[src/ars_pkg.sv]
package ars_pkg;
  // system clock and tick prescale
  localparam int unsigned CLK_HZ = 50_000_000;
  localparam int unsigned TICK_MS = 1000;
  localparam int unsigned TICK_CYC = CLK_HZ / 1000 * TICK_MS;
  // timing in seconds
  localparam int unsigned DLY_STEP_S = 10;
  localparam int unsigned DLY_MAX_SEL = 6;
  localparam int unsigned MAN_DLY_MAX_S = 30;
  localparam int unsigned DET_OFF_S = 2;
  localparam int unsigned ACT_DEF_S = 5;
  localparam int unsigned ABORT_HOLD_TICKS = 1;
  // register byte offsets
  localparam logic [7:0] OFS_CTRL = 8'h00;
  localparam logic [7:0] OFS_TIME = 8'h04;
  localparam logic [7:0] OFS_STAT = 8'h08;
  localparam logic [7:0] OFS_IRQ = 8'h0C;
  localparam logic [7:0] OFS_MASK = 8'h10;
  localparam logic [7:0] OFS_CMD = 8'h14;
  localparam logic [7:0] OFS_BELL = 8'h18;
  // ctrl fields
  localparam int CTRL_MODE_LSB = 0;
  localparam int CTRL_XZONE_BIT = 2;
  localparam int CTRL_MDLY_BIT = 3;
  localparam int CTRL_DSEL_LSB = 4;
  localparam logic [31:0] CTRL_RST = 32'h0000_0001;
  localparam logic [31:0] TIME_RST = 32'h0000_0005;
  localparam logic [31:0] BELL_RST = 32'h0000_0201;
  // irq event bits
  localparam int EV_ALARM = 0;
  localparam int EV_RELEASE = 1;
  localparam int EV_DONE = 2;
  localparam int EV_RESET = 3;
  localparam int EV_W = 4;
  localparam logic [1:0] AXI_OKAY = 2'b00;
  localparam logic [1:0] AXI_SLVERR = 2'b10;

  typedef enum logic [1:0] {
    ARS_MODE_CTRL_ONLY,
    ARS_MODE_BACKUP,
    ARS_MODE_EMB_ONLY,
    ARS_MODE_RSVD
  } ars_mode_t;
endpackage : ars_pkg

[src/ars_cfg_if.sv]
`timescale 1ns/10ps
interface ars_cfg_if;
  logic [1:0] mode;
  logic xzone;
  logic man_delayed;
  logic [2:0] dly_sel;
  logic [7:0] act_s;
  logic [7:0] bell_one;
  logic [7:0] bell_two;
  logic soft_reset;
  logic [7:0] status;
  logic [ars_pkg::EV_W-1:0] events;
  logic irq;
  modport regs (output mode, xzone, man_delayed, dly_sel, act_s, bell_one, bell_two,
    soft_reset, irq, input status, events);
  modport core (input mode, xzone, man_delayed, dly_sel, act_s, bell_one, bell_two,
    soft_reset, irq, output status, events);
endinterface : ars_cfg_if

[src/ars_tick.sv]
`timescale 1ns/10ps
module ars_tick #(
  parameter int unsigned DIV = ars_pkg::TICK_CYC
) (
  // clock and reset
  input wire logic i_ref_clk,
  input wire logic i_nrst,
  // tick
  output logic o_tick
);
  import ars_pkg::*;
  logic [31:0] cnt_r;
  wire logic wrap = (cnt_r == 32'(DIV - 1));
  always_ff @(posedge i_ref_clk) begin
    if (!i_nrst) cnt_r <= 32'h0;
    else cnt_r <= wrap ? 32'h0 : cnt_r + 32'h1;
  end
  assign o_tick = wrap;
endmodule : ars_tick

[src/ars_regs.sv]
`timescale 1ns/10ps
module ars_regs (
  // clock and reset
  input wire logic i_ref_clk,
  input wire logic i_nrst,
  // axi4-lite write
  input wire logic i_awvalid,
  output logic o_awready,
  input wire logic [7:0] i_awaddr,
  input wire logic i_wvalid,
  output logic o_wready,
  input wire logic [31:0] i_wdata,
  input wire logic [3:0] i_wstrb,
  output logic o_bvalid,
  input wire logic i_bready,
  output logic [1:0] o_bresp,
  // axi4-lite read
  input wire logic i_arvalid,
  output logic o_arready,
  input wire logic [7:0] i_araddr,
  output logic o_rvalid,
  input wire logic i_rready,
  output logic [31:0] o_rdata,
  output logic [1:0] o_rresp,
  // core side
  ars_cfg_if.regs cfg
);
  import ars_pkg::*;
  logic aw_r, w_r;
  logic [7:0] awa_r;
  logic [31:0] wd_r, ctrl_r, time_r, bell_r, rdata_r;
  logic [EV_W-1:0] irq_r, mask_r;
  logic bvalid_r, rvalid_r, bad_w_r, bad_r_r, srst_r;

  wire logic do_w = aw_r && w_r && !bvalid_r;
  wire logic wr_ctrl = do_w && awa_r == OFS_CTRL;
  wire logic wr_time = do_w && awa_r == OFS_TIME;
  wire logic wr_irq = do_w && awa_r == OFS_IRQ;
  wire logic wr_mask = do_w && awa_r == OFS_MASK;
  wire logic wr_cmd = do_w && awa_r == OFS_CMD;
  wire logic wr_bell = do_w && awa_r == OFS_BELL;
  wire logic wr_ok = wr_ctrl | wr_time | wr_irq | wr_mask | wr_cmd | wr_bell | awa_r == OFS_STAT;
  wire logic rd_go = i_arvalid && !rvalid_r;
  wire logic [31:0] rd_mux =
    i_araddr == OFS_CTRL ? ctrl_r :
    i_araddr == OFS_TIME ? time_r :
    i_araddr == OFS_STAT ? {24'h0, cfg.status} :
    i_araddr == OFS_IRQ ? {28'h0, irq_r} :
    i_araddr == OFS_MASK ? {28'h0, mask_r} :
    i_araddr == OFS_BELL ? bell_r : 32'h0;
  wire logic rd_ok = i_araddr inside {OFS_CTRL, OFS_TIME, OFS_STAT, OFS_IRQ, OFS_MASK,
    OFS_CMD, OFS_BELL};

  function automatic logic [31:0] merge(input logic [31:0] old, input logic [31:0] nw,
      input logic [3:0] st);
    for (int i = 0; i < 4; i++) if (st[i]) old[i*8 +: 8] = nw[i*8 +: 8];
    return old;
  endfunction : merge

  assign o_awready = !aw_r;
  assign o_wready = !w_r;
  assign o_arready = !rvalid_r;
  assign o_bvalid = bvalid_r;
  assign o_bresp = bad_w_r ? AXI_SLVERR : AXI_OKAY;
  assign o_rvalid = rvalid_r;
  assign o_rdata = rdata_r;
  assign o_rresp = bad_r_r ? AXI_SLVERR : AXI_OKAY;

  always_ff @(posedge i_ref_clk) begin
    if (!i_nrst) begin
      aw_r <= 1'b0;
      w_r <= 1'b0;
      awa_r <= 8'h0;
      wd_r <= 32'h0;
      bvalid_r <= 1'b0;
      bad_w_r <= 1'b0;
    end else begin
      if (i_awvalid && !aw_r) begin
        aw_r <= 1'b1;
        awa_r <= i_awaddr;
      end
      if (i_wvalid && !w_r) begin
        w_r <= 1'b1;
        wd_r <= merge(32'h0, i_wdata, i_wstrb);
      end
      if (do_w) begin
        bvalid_r <= 1'b1;
        bad_w_r <= !wr_ok;
        aw_r <= 1'b0;
        w_r <= 1'b0;
      end else if (bvalid_r && i_bready) bvalid_r <= 1'b0;
    end
  end

  // strobes captured once with the data so write order of aw/w does not matter
  logic [3:0] ws_r;
  always_ff @(posedge i_ref_clk) begin
    if (!i_nrst) ws_r <= 4'h0;
    else if (i_wvalid && !w_r) ws_r <= i_wstrb;
  end

  always_ff @(posedge i_ref_clk) begin
    if (!i_nrst) begin
      ctrl_r <= CTRL_RST;
      time_r <= TIME_RST;
      bell_r <= BELL_RST;
      mask_r <= '0;
      irq_r <= '0;
      srst_r <= 1'b0;
    end else begin
      if (wr_ctrl) ctrl_r <= merge(ctrl_r, wd_r, ws_r);
      if (wr_time) time_r <= merge(time_r, wd_r, ws_r);
      if (wr_bell) bell_r <= merge(bell_r, wd_r, ws_r);
      if (wr_mask) mask_r <= wd_r[EV_W-1:0];
      // new events win over a write-one clear
      irq_r <= (irq_r & ~(wr_irq ? wd_r[EV_W-1:0] : '0)) | cfg.events;
      srst_r <= wr_cmd && wd_r[0];
    end
  end

  always_ff @(posedge i_ref_clk) begin
    if (!i_nrst) begin
      rvalid_r <= 1'b0;
      rdata_r <= 32'h0;
      bad_r_r <= 1'b0;
    end else if (rd_go) begin
      rvalid_r <= 1'b1;
      rdata_r <= rd_mux;
      bad_r_r <= !rd_ok;
    end else if (rvalid_r && i_rready) rvalid_r <= 1'b0;
  end

  assign cfg.mode = ctrl_r[CTRL_MODE_LSB +: 2];
  assign cfg.xzone = ctrl_r[CTRL_XZONE_BIT];
  assign cfg.man_delayed = ctrl_r[CTRL_MDLY_BIT];
  assign cfg.dly_sel = ctrl_r[CTRL_DSEL_LSB +: 3];
  assign cfg.act_s = time_r[7:0];
  assign cfg.bell_one = bell_r[7:0];
  assign cfg.bell_two = bell_r[15:8];
  assign cfg.soft_reset = srst_r;
  assign cfg.irq = |(irq_r & mask_r);
endmodule : ars_regs

[src/ars_seq.sv]
`timescale 1ns/10ps
// Notes on behaviour
// - cross-zoned manual alarm uses two-zone bell pattern
// - manual alarm starts delay, then releases
// - reset only after release timer, manual idle
// - reset by soft command, or abort offline
// - reset cuts detector power two seconds
// - reset clears latched bell and bell pattern; sticky irq bits are kept
// - release energized for activation time only
// - controller-only, backup, embedded-only modes
// - release delay 0..60 s, 10 s steps
// - delayed manual release capped at 30 s
// - report manual reset required until reset
module ars_seq #(
  parameter int unsigned TICK_DIV = ars_pkg::TICK_CYC
) (
  // clock and reset
  input wire logic i_ref_clk,
  input wire logic i_nrst,
  // field inputs
  input wire logic i_abort,
  input wire logic i_manual,
  input wire logic i_zone_a,
  input wire logic i_zone_b,
  input wire logic i_online,
  // controller output commands
  input wire logic i_ctl_bell,
  input wire logic [7:0] i_ctl_bell_sel,
  input wire logic i_ctl_release,
  // field outputs
  output logic o_bell,
  output logic [7:0] o_bell_sel,
  output logic o_release,
  output logic o_det_pwr,
  output logic o_irq,
  // axi4-lite write
  input wire logic i_awvalid,
  output logic o_awready,
  input wire logic [7:0] i_awaddr,
  input wire logic i_wvalid,
  output logic o_wready,
  input wire logic [31:0] i_wdata,
  input wire logic [3:0] i_wstrb,
  output logic o_bvalid,
  input wire logic i_bready,
  output logic [1:0] o_bresp,
  // axi4-lite read
  input wire logic i_arvalid,
  output logic o_arready,
  input wire logic [7:0] i_araddr,
  output logic o_rvalid,
  input wire logic i_rready,
  output logic [31:0] o_rdata,
  output logic [1:0] o_rresp
);
  import ars_pkg::*;

  typedef enum logic [2:0] {
    ARS_IDLE,
    ARS_ALARM,
    ARS_DELAY,
    ARS_FIRE,
    ARS_DONE,
    ARS_DET_OFF
  } ars_state_t;

  ars_cfg_if cfg ();
  logic tick;

  ars_regs u_regs (
    .i_ref_clk(i_ref_clk),
    .i_nrst(i_nrst),
    .i_awvalid(i_awvalid),
    .o_awready(o_awready),
    .i_awaddr(i_awaddr),
    .i_wvalid(i_wvalid),
    .o_wready(o_wready),
    .i_wdata(i_wdata),
    .i_wstrb(i_wstrb),
    .o_bvalid(o_bvalid),
    .i_bready(i_bready),
    .o_bresp(o_bresp),
    .i_arvalid(i_arvalid),
    .o_arready(o_arready),
    .i_araddr(i_araddr),
    .o_rvalid(o_rvalid),
    .i_rready(i_rready),
    .o_rdata(o_rdata),
    .o_rresp(o_rresp),
    .cfg(cfg)
  );

  ars_tick #(.DIV(TICK_DIV)) u_tick (
    .i_ref_clk(i_ref_clk),
    .i_nrst(i_nrst),
    .o_tick(tick)
  );

  ars_state_t st_r;
  ars_state_t st_nxt;
  logic [7:0] sec_r;
  logic [7:0] sec_nxt;
  logic man_src_r;
  logic bell_r;
  logic two_r;
  logic [7:0] abort_hold_r;
  logic abort_prev_r;

  // mode decode
  wire ars_mode_t mode = ars_mode_t'(cfg.mode);
  wire logic emb_owns = (mode == ARS_MODE_EMB_ONLY) ||
    (mode == ARS_MODE_BACKUP && (!i_online || st_r != ARS_IDLE));
  wire logic emb_on = mode != ARS_MODE_CTRL_ONLY;

  // delay selection
  wire logic [2:0] dsel = cfg.dly_sel > 3'(DLY_MAX_SEL) ? 3'(DLY_MAX_SEL) : cfg.dly_sel;
  wire logic [7:0] dly_s = 8'(dsel) * 8'(DLY_STEP_S);
  wire logic [7:0] man_dly = !cfg.man_delayed ? 8'h00 :
    (dly_s > 8'(MAN_DLY_MAX_S) ? 8'(MAN_DLY_MAX_S) : dly_s);

  // alarm decode
  wire logic det_any = o_det_pwr && (i_zone_a || i_zone_b);
  wire logic det_both = o_det_pwr && i_zone_a && i_zone_b;
  wire logic det_fire = cfg.xzone ? det_both : det_any;
  wire logic alarm_in = i_manual || det_any;

  // reset qualification: abort held through at least one tick counts only when controller offline
  wire logic abort_rst = !i_online && i_abort && abort_hold_r >= 8'(ABORT_HOLD_TICKS);
  wire logic rst_req = cfg.soft_reset || abort_rst;
  wire logic rst_ok = rst_req && st_r == ARS_DONE && !i_manual;

  // abort only holds a detector-started delay (mode 2 style restart)
  wire logic abort_hold = i_abort && !man_src_r && st_r == ARS_DELAY;

  always_comb begin
    st_nxt = st_r;
    sec_nxt = sec_r;
    case (st_r)
      ARS_IDLE: begin
        if (emb_on && i_manual) begin
          st_nxt = ARS_DELAY;
          sec_nxt = man_dly;
        end else if (emb_on && det_fire) begin
          st_nxt = ARS_DELAY;
          sec_nxt = dly_s;
        end else if (emb_on && det_any) st_nxt = ARS_ALARM;
      end
      ARS_ALARM: begin
        if (i_manual) begin
          st_nxt = ARS_DELAY;
          sec_nxt = man_dly;
        end else if (det_fire) begin
          st_nxt = ARS_DELAY;
          sec_nxt = dly_s;
        end
      end
      ARS_DELAY: begin
        if (abort_hold) sec_nxt = dly_s;
        else if (sec_r == 8'h00) begin
          st_nxt = ARS_FIRE;
          sec_nxt = cfg.act_s;
        end else if (tick) sec_nxt = sec_r - 8'h01;
      end
      ARS_FIRE: begin
        if (sec_r == 8'h00) st_nxt = ARS_DONE;
        else if (tick) sec_nxt = sec_r - 8'h01;
      end
      ARS_DONE: begin
        if (rst_ok) begin
          st_nxt = ARS_DET_OFF;
          sec_nxt = 8'(DET_OFF_S);
        end
      end
      ARS_DET_OFF: begin
        if (sec_r == 8'h00) st_nxt = ARS_IDLE;
        else if (tick) sec_nxt = sec_r - 8'h01;
      end
      default: begin
        st_nxt = ARS_IDLE;
        sec_nxt = 8'h00;
      end
    endcase
  end

  // the first tick after load may come early, so delays run up to one second short
  always_ff @(posedge i_ref_clk) begin
    if (!i_nrst) begin
      st_r <= ARS_IDLE;
      sec_r <= 8'h00;
    end else begin
      st_r <= st_nxt;
      sec_r <= sec_nxt;
    end
  end

  // latched bell and its pattern
  always_ff @(posedge i_ref_clk) begin
    if (!i_nrst) begin
      bell_r <= 1'b0;
      two_r <= 1'b0;
      man_src_r <= 1'b0;
    end else if (st_nxt == ARS_DET_OFF || st_nxt == ARS_IDLE && st_r == ARS_DET_OFF) begin
      bell_r <= 1'b0;
      two_r <= 1'b0;
      man_src_r <= 1'b0;
    end else if (emb_on && alarm_in && st_r != ARS_DET_OFF) begin
      bell_r <= 1'b1;
      if (i_manual || det_both) two_r <= 1'b1;
      if (i_manual && (st_r == ARS_IDLE || st_r == ARS_ALARM)) man_src_r <= 1'b1;
    end
  end

  always_ff @(posedge i_ref_clk) begin
    if (!i_nrst) begin
      abort_hold_r <= 8'h00;
      abort_prev_r <= 1'b0;
    end else begin
      abort_prev_r <= i_abort;
      if (!i_abort) abort_hold_r <= 8'h00;
      else if (tick && abort_hold_r != 8'hFF) abort_hold_r <= abort_hold_r + 8'h01;
    end
  end

  wire logic emb_release = st_r == ARS_FIRE;
  assign o_release = emb_owns ? emb_release : i_ctl_release;
  assign o_bell = emb_owns ? bell_r : i_ctl_bell;
  assign o_bell_sel = emb_owns ? (two_r ? cfg.bell_two : cfg.bell_one) : i_ctl_bell_sel;
  assign o_det_pwr = st_r != ARS_DET_OFF;
  assign o_irq = cfg.irq;

  assign cfg.status = {2'b00, abort_prev_r, man_src_r, st_r == ARS_DONE,
    emb_owns, emb_release, bell_r};
  // one-cycle strobes into the sticky irq bits
  wire logic ev_reset = st_nxt == ARS_DET_OFF && st_r != ARS_DET_OFF;
  wire logic ev_done = st_nxt == ARS_DONE && st_r != ARS_DONE;
  wire logic ev_fire = st_nxt == ARS_FIRE && st_r != ARS_FIRE;
  wire logic ev_alarm = !bell_r && st_nxt == ARS_ALARM;
  assign cfg.events = {ev_reset, ev_done, ev_fire, ev_alarm};

  // assertions
  no_early_rst_a: assert property (@(posedge i_ref_clk) disable iff (!i_nrst)
    (st_r != ARS_DONE || i_manual) |=> st_r != ARS_DET_OFF || $past(st_r) == ARS_DET_OFF)
    else $error("reset accepted outside done state");
  det_off_a: assert property (@(posedge i_ref_clk) disable iff (!i_nrst)
    (st_r == ARS_DONE && rst_ok) |=> !o_det_pwr)
    else $error("detector power not removed on reset");
  rel_end_a: assert property (@(posedge i_ref_clk) disable iff (!i_nrst)
    (st_r == ARS_FIRE && sec_r == 8'h00) |=> !emb_release)
    else $error("release outlived activation time");
  man_cap_a: assert property (@(posedge i_ref_clk) disable iff (!i_nrst)
    man_dly <= 8'(MAN_DLY_MAX_S))
    else $error("manual delay above cap");
  dly_range_a: assert property (@(posedge i_ref_clk) disable iff (!i_nrst)
    dly_s <= 8'(DLY_MAX_SEL * DLY_STEP_S) && (dly_s % 8'(DLY_STEP_S)) == 8'h00)
    else $error("release delay off grid");
  man_go_a: assert property (@(posedge i_ref_clk) disable iff (!i_nrst)
    (st_r == ARS_IDLE && emb_on && i_manual) |=> st_r == ARS_DELAY)
    else $error("manual alarm did not start delay");
  bell_two_a: assert property (@(posedge i_ref_clk) disable iff (!i_nrst)
    (st_r == ARS_IDLE && emb_on && i_manual && cfg.xzone) |=> ##1 two_r || !bell_r)
    else $error("manual alarm missed two-zone bell");
  ctl_only_a: assert property (@(posedge i_ref_clk) disable iff (!i_nrst)
    mode == ARS_MODE_CTRL_ONLY && st_r == ARS_IDLE |-> o_release == i_ctl_release)
    else $error("controller-only mode overridden");
  done_flag_a: assert property (@(posedge i_ref_clk) disable iff (!i_nrst)
    (st_r == ARS_DONE && !rst_ok) |=> cfg.status[3])
    else $error("reset-required status dropped");
  latch_clr_a: assert property (@(posedge i_ref_clk) disable iff (!i_nrst)
    (st_r == ARS_DONE && rst_ok) |=> !bell_r)
    else $error("latched bell survived reset");

  // sequence timing
  fire_go_a: assert property (@(posedge i_ref_clk) disable iff (!i_nrst)
    (st_r == ARS_DELAY && sec_r == 8'h00 && !abort_hold)
    |=> emb_release)
    else $error("release not driven after delay");
  act_load_a: assert property (@(posedge i_ref_clk) disable iff (!i_nrst)
    (st_r == ARS_DELAY && sec_r == 8'h00 && !abort_hold)
    |=> sec_r == $past(cfg.act_s))
    else $error("activation time not loaded");
  tick_only_a: assert property (@(posedge i_ref_clk) disable iff (!i_nrst)
    (st_r inside {ARS_DELAY, ARS_FIRE, ARS_DET_OFF} && sec_r != 8'h00 && !tick && !abort_hold)
    |=> $stable(sec_r))
    else $error("seconds count moved without tick");
  tick_step_a: assert property (@(posedge i_ref_clk) disable iff (!i_nrst)
    (st_r inside {ARS_FIRE, ARS_DET_OFF} && sec_r != 8'h00 && tick)
    |=> sec_r == $past(sec_r) - 8'h01)
    else $error("seconds count missed a tick");
  det_dly_a: assert property (@(posedge i_ref_clk) disable iff (!i_nrst)
    (st_r == ARS_ALARM && !i_manual && det_fire)
    |=> sec_r == $past(dly_s))
    else $error("detector delay not loaded");
  man_dly_a: assert property (@(posedge i_ref_clk) disable iff (!i_nrst)
    (st_r == ARS_IDLE && emb_on && i_manual)
    |=> sec_r == $past(man_dly))
    else $error("manual delay not loaded");
  done_set_a: assert property (@(posedge i_ref_clk) disable iff (!i_nrst)
    (st_r == ARS_FIRE && sec_r == 8'h00)
    |=> cfg.status[3])
    else $error("reset-required status not raised");
  bell_now_a: assert property (@(posedge i_ref_clk) disable iff (!i_nrst)
    (st_r == ARS_IDLE && emb_on && i_manual)
    |=> bell_r)
    else $error("bell not latched on manual alarm");

  // ownership and reset
  emb_own_a: assert property (@(posedge i_ref_clk) disable iff (!i_nrst)
    mode == ARS_MODE_EMB_ONLY
    |-> o_release == emb_release && o_bell == bell_r)
    else $error("embedded-only outputs not owned");
  backup_keep_a: assert property (@(posedge i_ref_clk) disable iff (!i_nrst)
    (mode == ARS_MODE_BACKUP && st_r != ARS_IDLE)
    |-> o_release == emb_release)
    else $error("backup gave up a running sequence");
  ctl_idle_a: assert property (@(posedge i_ref_clk) disable iff (!i_nrst)
    (mode == ARS_MODE_CTRL_ONLY && st_r == ARS_IDLE)
    |=> st_r == ARS_IDLE)
    else $error("embedded logic ran in controller-only mode");
  rst_hold_a: assert property (@(posedge i_ref_clk) disable iff (!i_nrst)
    (st_r == ARS_DONE && i_manual)
    |=> st_r == ARS_DONE)
    else $error("reset taken with manual input active");
  abort_online_a: assert property (@(posedge i_ref_clk) disable iff (!i_nrst)
    (st_r == ARS_DONE && !cfg.soft_reset && i_online)
    |=> st_r == ARS_DONE)
    else $error("abort reset taken while controller online");
  soft_rst_a: assert property (@(posedge i_ref_clk) disable iff (!i_nrst)
    (st_r == ARS_DONE && cfg.soft_reset && !i_manual)
    |=> st_r == ARS_DET_OFF && !o_det_pwr)
    else $error("soft reset not taken");
  det_len_a: assert property (@(posedge i_ref_clk) disable iff (!i_nrst)
    (st_r == ARS_DONE && rst_ok)
    |=> sec_r == 8'(DET_OFF_S))
    else $error("detector power-off time not loaded");
  det_back_a: assert property (@(posedge i_ref_clk) disable iff (!i_nrst)
    (st_r == ARS_DET_OFF && sec_r == 8'h00)
    |=> o_det_pwr)
    else $error("detector power not restored");
  latch_off_a: assert property (@(posedge i_ref_clk) disable iff (!i_nrst)
    st_r == ARS_DET_OFF
    |-> !bell_r && !emb_release)
    else $error("latched output held during reset");
endmodule : ars_seq

[config.mk]
export PLATFORM = sky130hd
export DESIGN_NAME = ars_seq
export DESIGN_NICKNAME = d
export VERILOG_FILES = /design/src/ars_pkg.sv /design/src/ars_cfg_if.sv /design/src/ars_tick.sv /design/src/ars_regs.sv /design/src/ars_seq.sv
export SDC_FILE = /design/constraint.sdc
export NUM_CORES = 1
export LEC_CHECK = 0
export BUFFER_PORTS_ARGS = -buffer_cell sky130_fd_sc_hd__buf_2
export CAP_MARGIN = 10
export CORE_MARGIN = 5
export CORE_UTILIZATION = 40
export CTS_CLUSTER_SIZE = 10
export DETAILED_ROUTE_END_ITERATION = 8
export HOLD_SLACK_MARGIN = 0.05
export PLACE_DENSITY = 0.58
export SYNTH_ARGS = -nofsm -noshare
export SYNTH_HDL_FRONTEND = slang
export SYNTH_SLANG_ARGS = --single-unit
[constraint.sdc]
create_clock -name i_ref_clk -period 7.5 [get_ports i_ref_clk]
set_clock_uncertainty 0.15 [all_clocks]
set_input_delay 1.125 -clock i_ref_clk [delete_from_list [all_inputs] [get_ports i_ref_clk]]
set_output_delay 1.125 -clock i_ref_clk [all_outputs]
set_load 0.05 [all_outputs]
Yosys cells after proc, flatten, opt, wreduce, memory -nomap -nowiden

Cells that the tools add are included.
W data, S select, Z words.

Flip-flop bits (word level): 242
Bits in latches: 0
Bits in writable memories: 0
ROM bits: 0
Bits of input ports: 74
Output and inout bits: 53
Word-level logic and storage cells: 214
Memories: 0

Add/sub/neg operators: 3
Multipliers: 1
Divide/modulo/power cells: 0
$lt $le $gt $ge: 3
Equality and inequality tests: 32
Shift operators: 0
Mux-type cells: 46
Bitwise gates (word level): 11
Reduce and logical (&&, ||, !) cells: 85

Operator list:

| cell                    | number |
|---|---|
| $mux W32                | 6 |
| $mux W8                 | 15 |
| $eq A8 B5 Y1 const B    | 6 |
| $pmux W8 S5             | 1 |
| $logic_and A1 B1 Y1     | 36 |
| $mux W3                 | 11 |
| $add A32 B1 Y32 const B | 1 |
| $eq A32 B26 Y1 const B  | 1 |
| $eq A8 B4 Y1 const B    | 4 |
| $reduce_and A2 Y1       | 15 |
| $logic_not A8 Y1        | 3 |
| $pmux W3 S6             | 1 |
| $eq A8 B3 Y1 const B    | 2 |
| $mux W7                 | 2 |
| $eq A3 B3 Y1 const B    | 4 |
| $ne A3 B3 Y1 const B    | 4 |
| $logic_not A1 Y1        | 10 |
| $eq A3 B2 Y1 const B    | 3 |
| $add A8 B1 Y8 const B   | 1 |
| $and A4 B4 Y4           | 2 |
| $ge A8 B1 Y1 const B    | 1 |
| $logic_or A1 B1 Y1      | 8 |
| $ne A8 B8 Y1 const B    | 1 |
| $reduce_or A2 Y1        | 4 |
| other kinds (22)        | 39 |

Logic depth before layout (Yosys ltp)

Depth in word-level cells: 12
Gate-level depth with buffers: 9
Gate-level depth less buffers: 8

Cells and area by module

Synthesis repeated with hierarchy kept, for this count alone.

Cells, all modules: 1,348
Area, all modules: 11,265.8 um^2

By module, submodules not included:

| module   | times used | cells each | area an instance (um^2) | sequential area each (um^2) |
|---|---|---|---|---|
| ars_regs | 1          | 904        | 7,757.4                 | 3,743.6 |
| ars_seq  | 1          | 263        | 1,925.6                 | 460.4 |
| ars_tick | 1          | 181        | 1,582.8                 | 640.6 |

Worst setup path after synthesis

No wires, ideal clock.

Path type: input port to output port
From: in i_online
To: out o_release
Arrival time: 2.760 ns
Data required time: 6.225 ns
Path slack: 3.465 ns
Stages on the path: 4
Buffers on the path: 1
Cells stage by stage: a31oi_1 > mux2_2 > clkbuf_1 > o21ai_0

Cells in the longest elaborated chain, start to end: 5

RTL lines:

| element             | RTL line       | text |
|---|---|---|
| start: declaration  | ars_seq.sv:25  | `input wire logic i_online,` |
| $logic_not A1 Y1    | ars_seq.sv:112 | `(mode == ARS_MODE_BACKUP && (!i_online \|\| st_r != ARS_IDLE));` |
| $logic_or A1 B1 Y1  | ars_seq.sv:112 |  |
| $logic_and A1 B1 Y1 | ars_seq.sv:112 |  |
| $logic_or A1 B1 Y1  | ars_seq.sv:111 | `wire logic emb_owns = (mode == ARS_MODE_EMB_ONLY) \|\|` |
| $mux W1             | ars_seq.sv:225 | `assign o_release = emb_owns ? emb_release : i_ctl_release;` |
| end: declaration    | ars_seq.sv:33  | `output logic o_release,` |

Every way passes these cells.

Worst setup path in the final report

From: reg st_r[1]
To: out o_bell

Cells in the longest elaborated chain, start to end: 5

RTL lines:

| element                  | RTL line       | text |
|---|---|---|
| start: declaration       | ars_seq.sv:99  | `ars_state_t st_r;` |
| start signal: assignment | ars_seq.sv:191 | `st_r <= st_nxt;` |
| $reduce_bool A3 Y1       | ars_seq.sv:112 |  |
| $logic_or A1 B1 Y1       | ars_seq.sv:112 |  |
| $logic_and A1 B1 Y1      | ars_seq.sv:112 |  |
| $logic_or A1 B1 Y1       | ars_seq.sv:111 |  |
| $mux W1                  | ars_seq.sv:226 | `assign o_bell = emb_owns ? bell_r : i_ctl_bell;` |
| end: declaration         | ars_seq.sv:31  | `output logic o_bell,` |

Every way passes these cells.

==> results.toml <==
[outcome]
status = "finished, final reports clean"

[timing]
final.setup.tns_ns = 0
rsz0062_at_grt = "false"
relSlewSlack = 0.2253
hold_viol = 0
period_needed_ns = 3.958
setup_ws_ns = 3.542
hold_slack_ns = 0.2979
max_freq_ghz = 0.2526
tightest_slew_ns = 1.151
finalSetupViolations = 0
finalMaxSlewViolations = 0
period_share = 0.5278

[floorplanning]
core_area_mm2 = 0.02703
die_y_um = 176.0
pin_count = 127
start_util = 0.4080
dieArea_mm2 = 0.03099
rows = 60
die_w_um = 176.0

[setup_path]
timing.rr.start = "u_tick.cnt_r[0]$_SDFF_PP0_"
path_max_fanout = 20
rrSetupSlack_ns = 4.71
worstRegToRegCells = 7
required_ns = 6.22
end_kind = "output pin"
r2r_end = "sec_r[7]$_SDFFE_PN0P_"
startpoint_type = "flip-flop"
critPathArrivalTime_ns = 2.68
path_class = "reg2out"

[clock_tree]
cts_buffer_depth = 3
h-tree-depth = 1
root_buffer = "clkbuf_16"
clock_latency_ns = 0.55
cts_made_buffers = 29
hold_buffers = 0
cts_sinks = 242
post_cts_buffers = 0
cts_tree = "built"
ctsResizeCount = 0
clk_pin_slew_ns = 0.05

[power_and_ir_drop]
vdd.ir_drop.worst_uv = 170.7
power_leakage_nw = 4.574
power_density_mw_per_mm2 = 231.6

[drt]
drt-pass1-iter-count = 5
routed_via_density = 5.471
post-route-drc-count = 0
num_vias = 9848
post_drt_wl_per_cell_um = 17.59
drt_iter0_drc = 695
totalWireLength_um = 31670
ant_nets = 0

[logic_synthesis]
asyncSetResetFlopFracSynth = 0
yosysTopAreaCell = "dfxtp_1"
synth_flop_cell = "dfxtp_1"
ys_ff_latch = 242
synth_cell_type_count = 70
syn_area_per_cell_um2 = 8.008
synth_edf_count = 0
synthTopCellsByArea = "dfxtp_1 44%, nand2_1 9.1%, a21oi_1 7.2%"
synth_seq_area_share = 0.4394
synth_cells = 1377
synth_top_area_frac = 0.4394
yosysWarnings = 0
syn_area_mm2 = 0.01103

[place]
dp_hpwl_um = 21500
gp_congestion = 0.8697
preCtsSetupSlack_ns = 3.720
place_area_mm2 = 0.01176
port_buffers = 124

[final_layout]
fin_nets = 1533
layout_common_cells = "266 x nand2_1, 242 x dfxtp_1, 159 x a21oi_1, 129 x nor2_1, 124 x buf_2"
design_area_mm2 = 0.01256
layout-drive-gt1-share = 0.1536
area_growth_pct = 13.93
mostFrequentLayoutCell = "nand2_1"

[grt]
antenna_found_initial = 3
grt_pass1_wl_um = 51270
grt_overflow = 0
grt_usage = 0.1995
grt_start_max_net_pins = 95
grt_pass1_vias = 9532

[worst_hold_path]
hold_class = "reg2reg"
hold_depth = 2
hold_end = "u_regs.time_r[20]$_SDFFE_PN0P_"
worstHoldStart = "u_regs.time_r[20]$_SDFFE_PN0P_"

[job]
drv_cap = 0
[metal layers]
layer | vias to the layer above | wire length (um) | global-route usage
met1 | 4617 | 14660 | 0.2724
met5 | - | 27 | 0
met3 | 60 | 1445 | 0.03148
met4 | 4 | 852 | 0.05588
li1 | 4947 | - | -
met2 | 220 | 14680 | 0.3286
[critical path: stages, from the launching register on]
cell and delay [ns]:
dfxtp_1 0.59, nor2_1 0.23, a31oi_1 0.20, mux2_2 0.52, mux2_2 0.39, buf_2 0.21
[power breakdown]
group	internal (mW)	switching (mW)	total [mW]
clock	0.715	0.524	1.24
combinational	0.0909	0.224	0.315
sequential	1.32	0.0382	1.36
total	2.12	0.786	2.91
[Yosys cell counts (4+ instances only)]
library cell / number
and2_1: 10
a221oi_1: 30
buf_1: 11
a22oi_1: 8
nand2b_1: 10
mux2_2: 29
inv_1: 19
nand3b_1: 5
a21oi_1: 159
mux2i_1: 21
xnor2_1: 21
nor2b_1: 11
dfxtp_1: 242
and3_1: 10
nor3_1: 42
clkbuf_1: 59
o31ai_1: 4
a22o_1: 5
o21ai_0: 31
nor4_1: 8
or3_1: 5
a31oi_1: 8
xor2_1: 17
o21a_1: 4
nand3_1: 101
nor2_1: 129
nand4_1: 11
ha_1: 9
o22ai_1: 4
nand2_1: 266
buf_4: 10
buf_2: 10
o211ai_1: 5
[sequential cells by signal, summed over array words and instances (netlist names), 3 cells and up]
name and cells:
abort_hold_r 8, sec_r 8, st_r 3, u_regs.awa_r 8
u_regs.bell_r 32, u_regs.ctrl_r 32, u_regs.irq_r 4, u_regs.mask_r 4
u_regs.o_rdata 32, u_regs.time_r 32, u_regs.wd_r 32, u_regs.ws_r 4
u_tick.cnt_r 32
[worst max path at each step]
stage,startpoint,endpoint,slack [ns]
after floorplan,i_online,o_release,3.46
after detailed placement,i_online,o_bell,3.72
after CTS,st_r[1]$_SDFF_PN0_,o_bell,3.52
after global placement,i_online,o_bell,3.74
final,st_r[1]$_SDFF_PN0_,o_bell,3.54
after global routing,st_r[1]$_SDFF_PN0_,o_bell,3.39
[cell families after synthesis]
logic type               synth area share
AO/OA/AOI/OAI                      0.1531
XOR/XNOR                          0.03018
adder cells (fa/ha/maj)           0.01021
buffers and inverters             0.04505
flip-flops                         0.4394
multiplexers                      0.04868
other                           0.0003401
AND/OR/NAND/NOR                    0.2731
[metrics by stage]
step / power [mW] / utilization / instances
after detailed placement: 1.698 / 0.4350 / 1760
after floorplan: 1.600 / - / 1378
after global placement: 1.695 / 0.4350 / 1760
after CTS: 2.941 / 0.4648 / 1799
final: 2.910 / 0.4649 / 1800
after global routing: 3.019 / 0.4649 / 1800
[layout make-up]
class	instances	area, um2
inverter	20	77.57
clock inverter	2	28.78
fill	2723	14460
clock buffer	37	775.7
timing repair buffer	134	695.7
antenna	1	2.502
multi-input combinational	1023	5712
tap	341	426.7
sequential	242	4845
(Power assumes the default switching activity.)
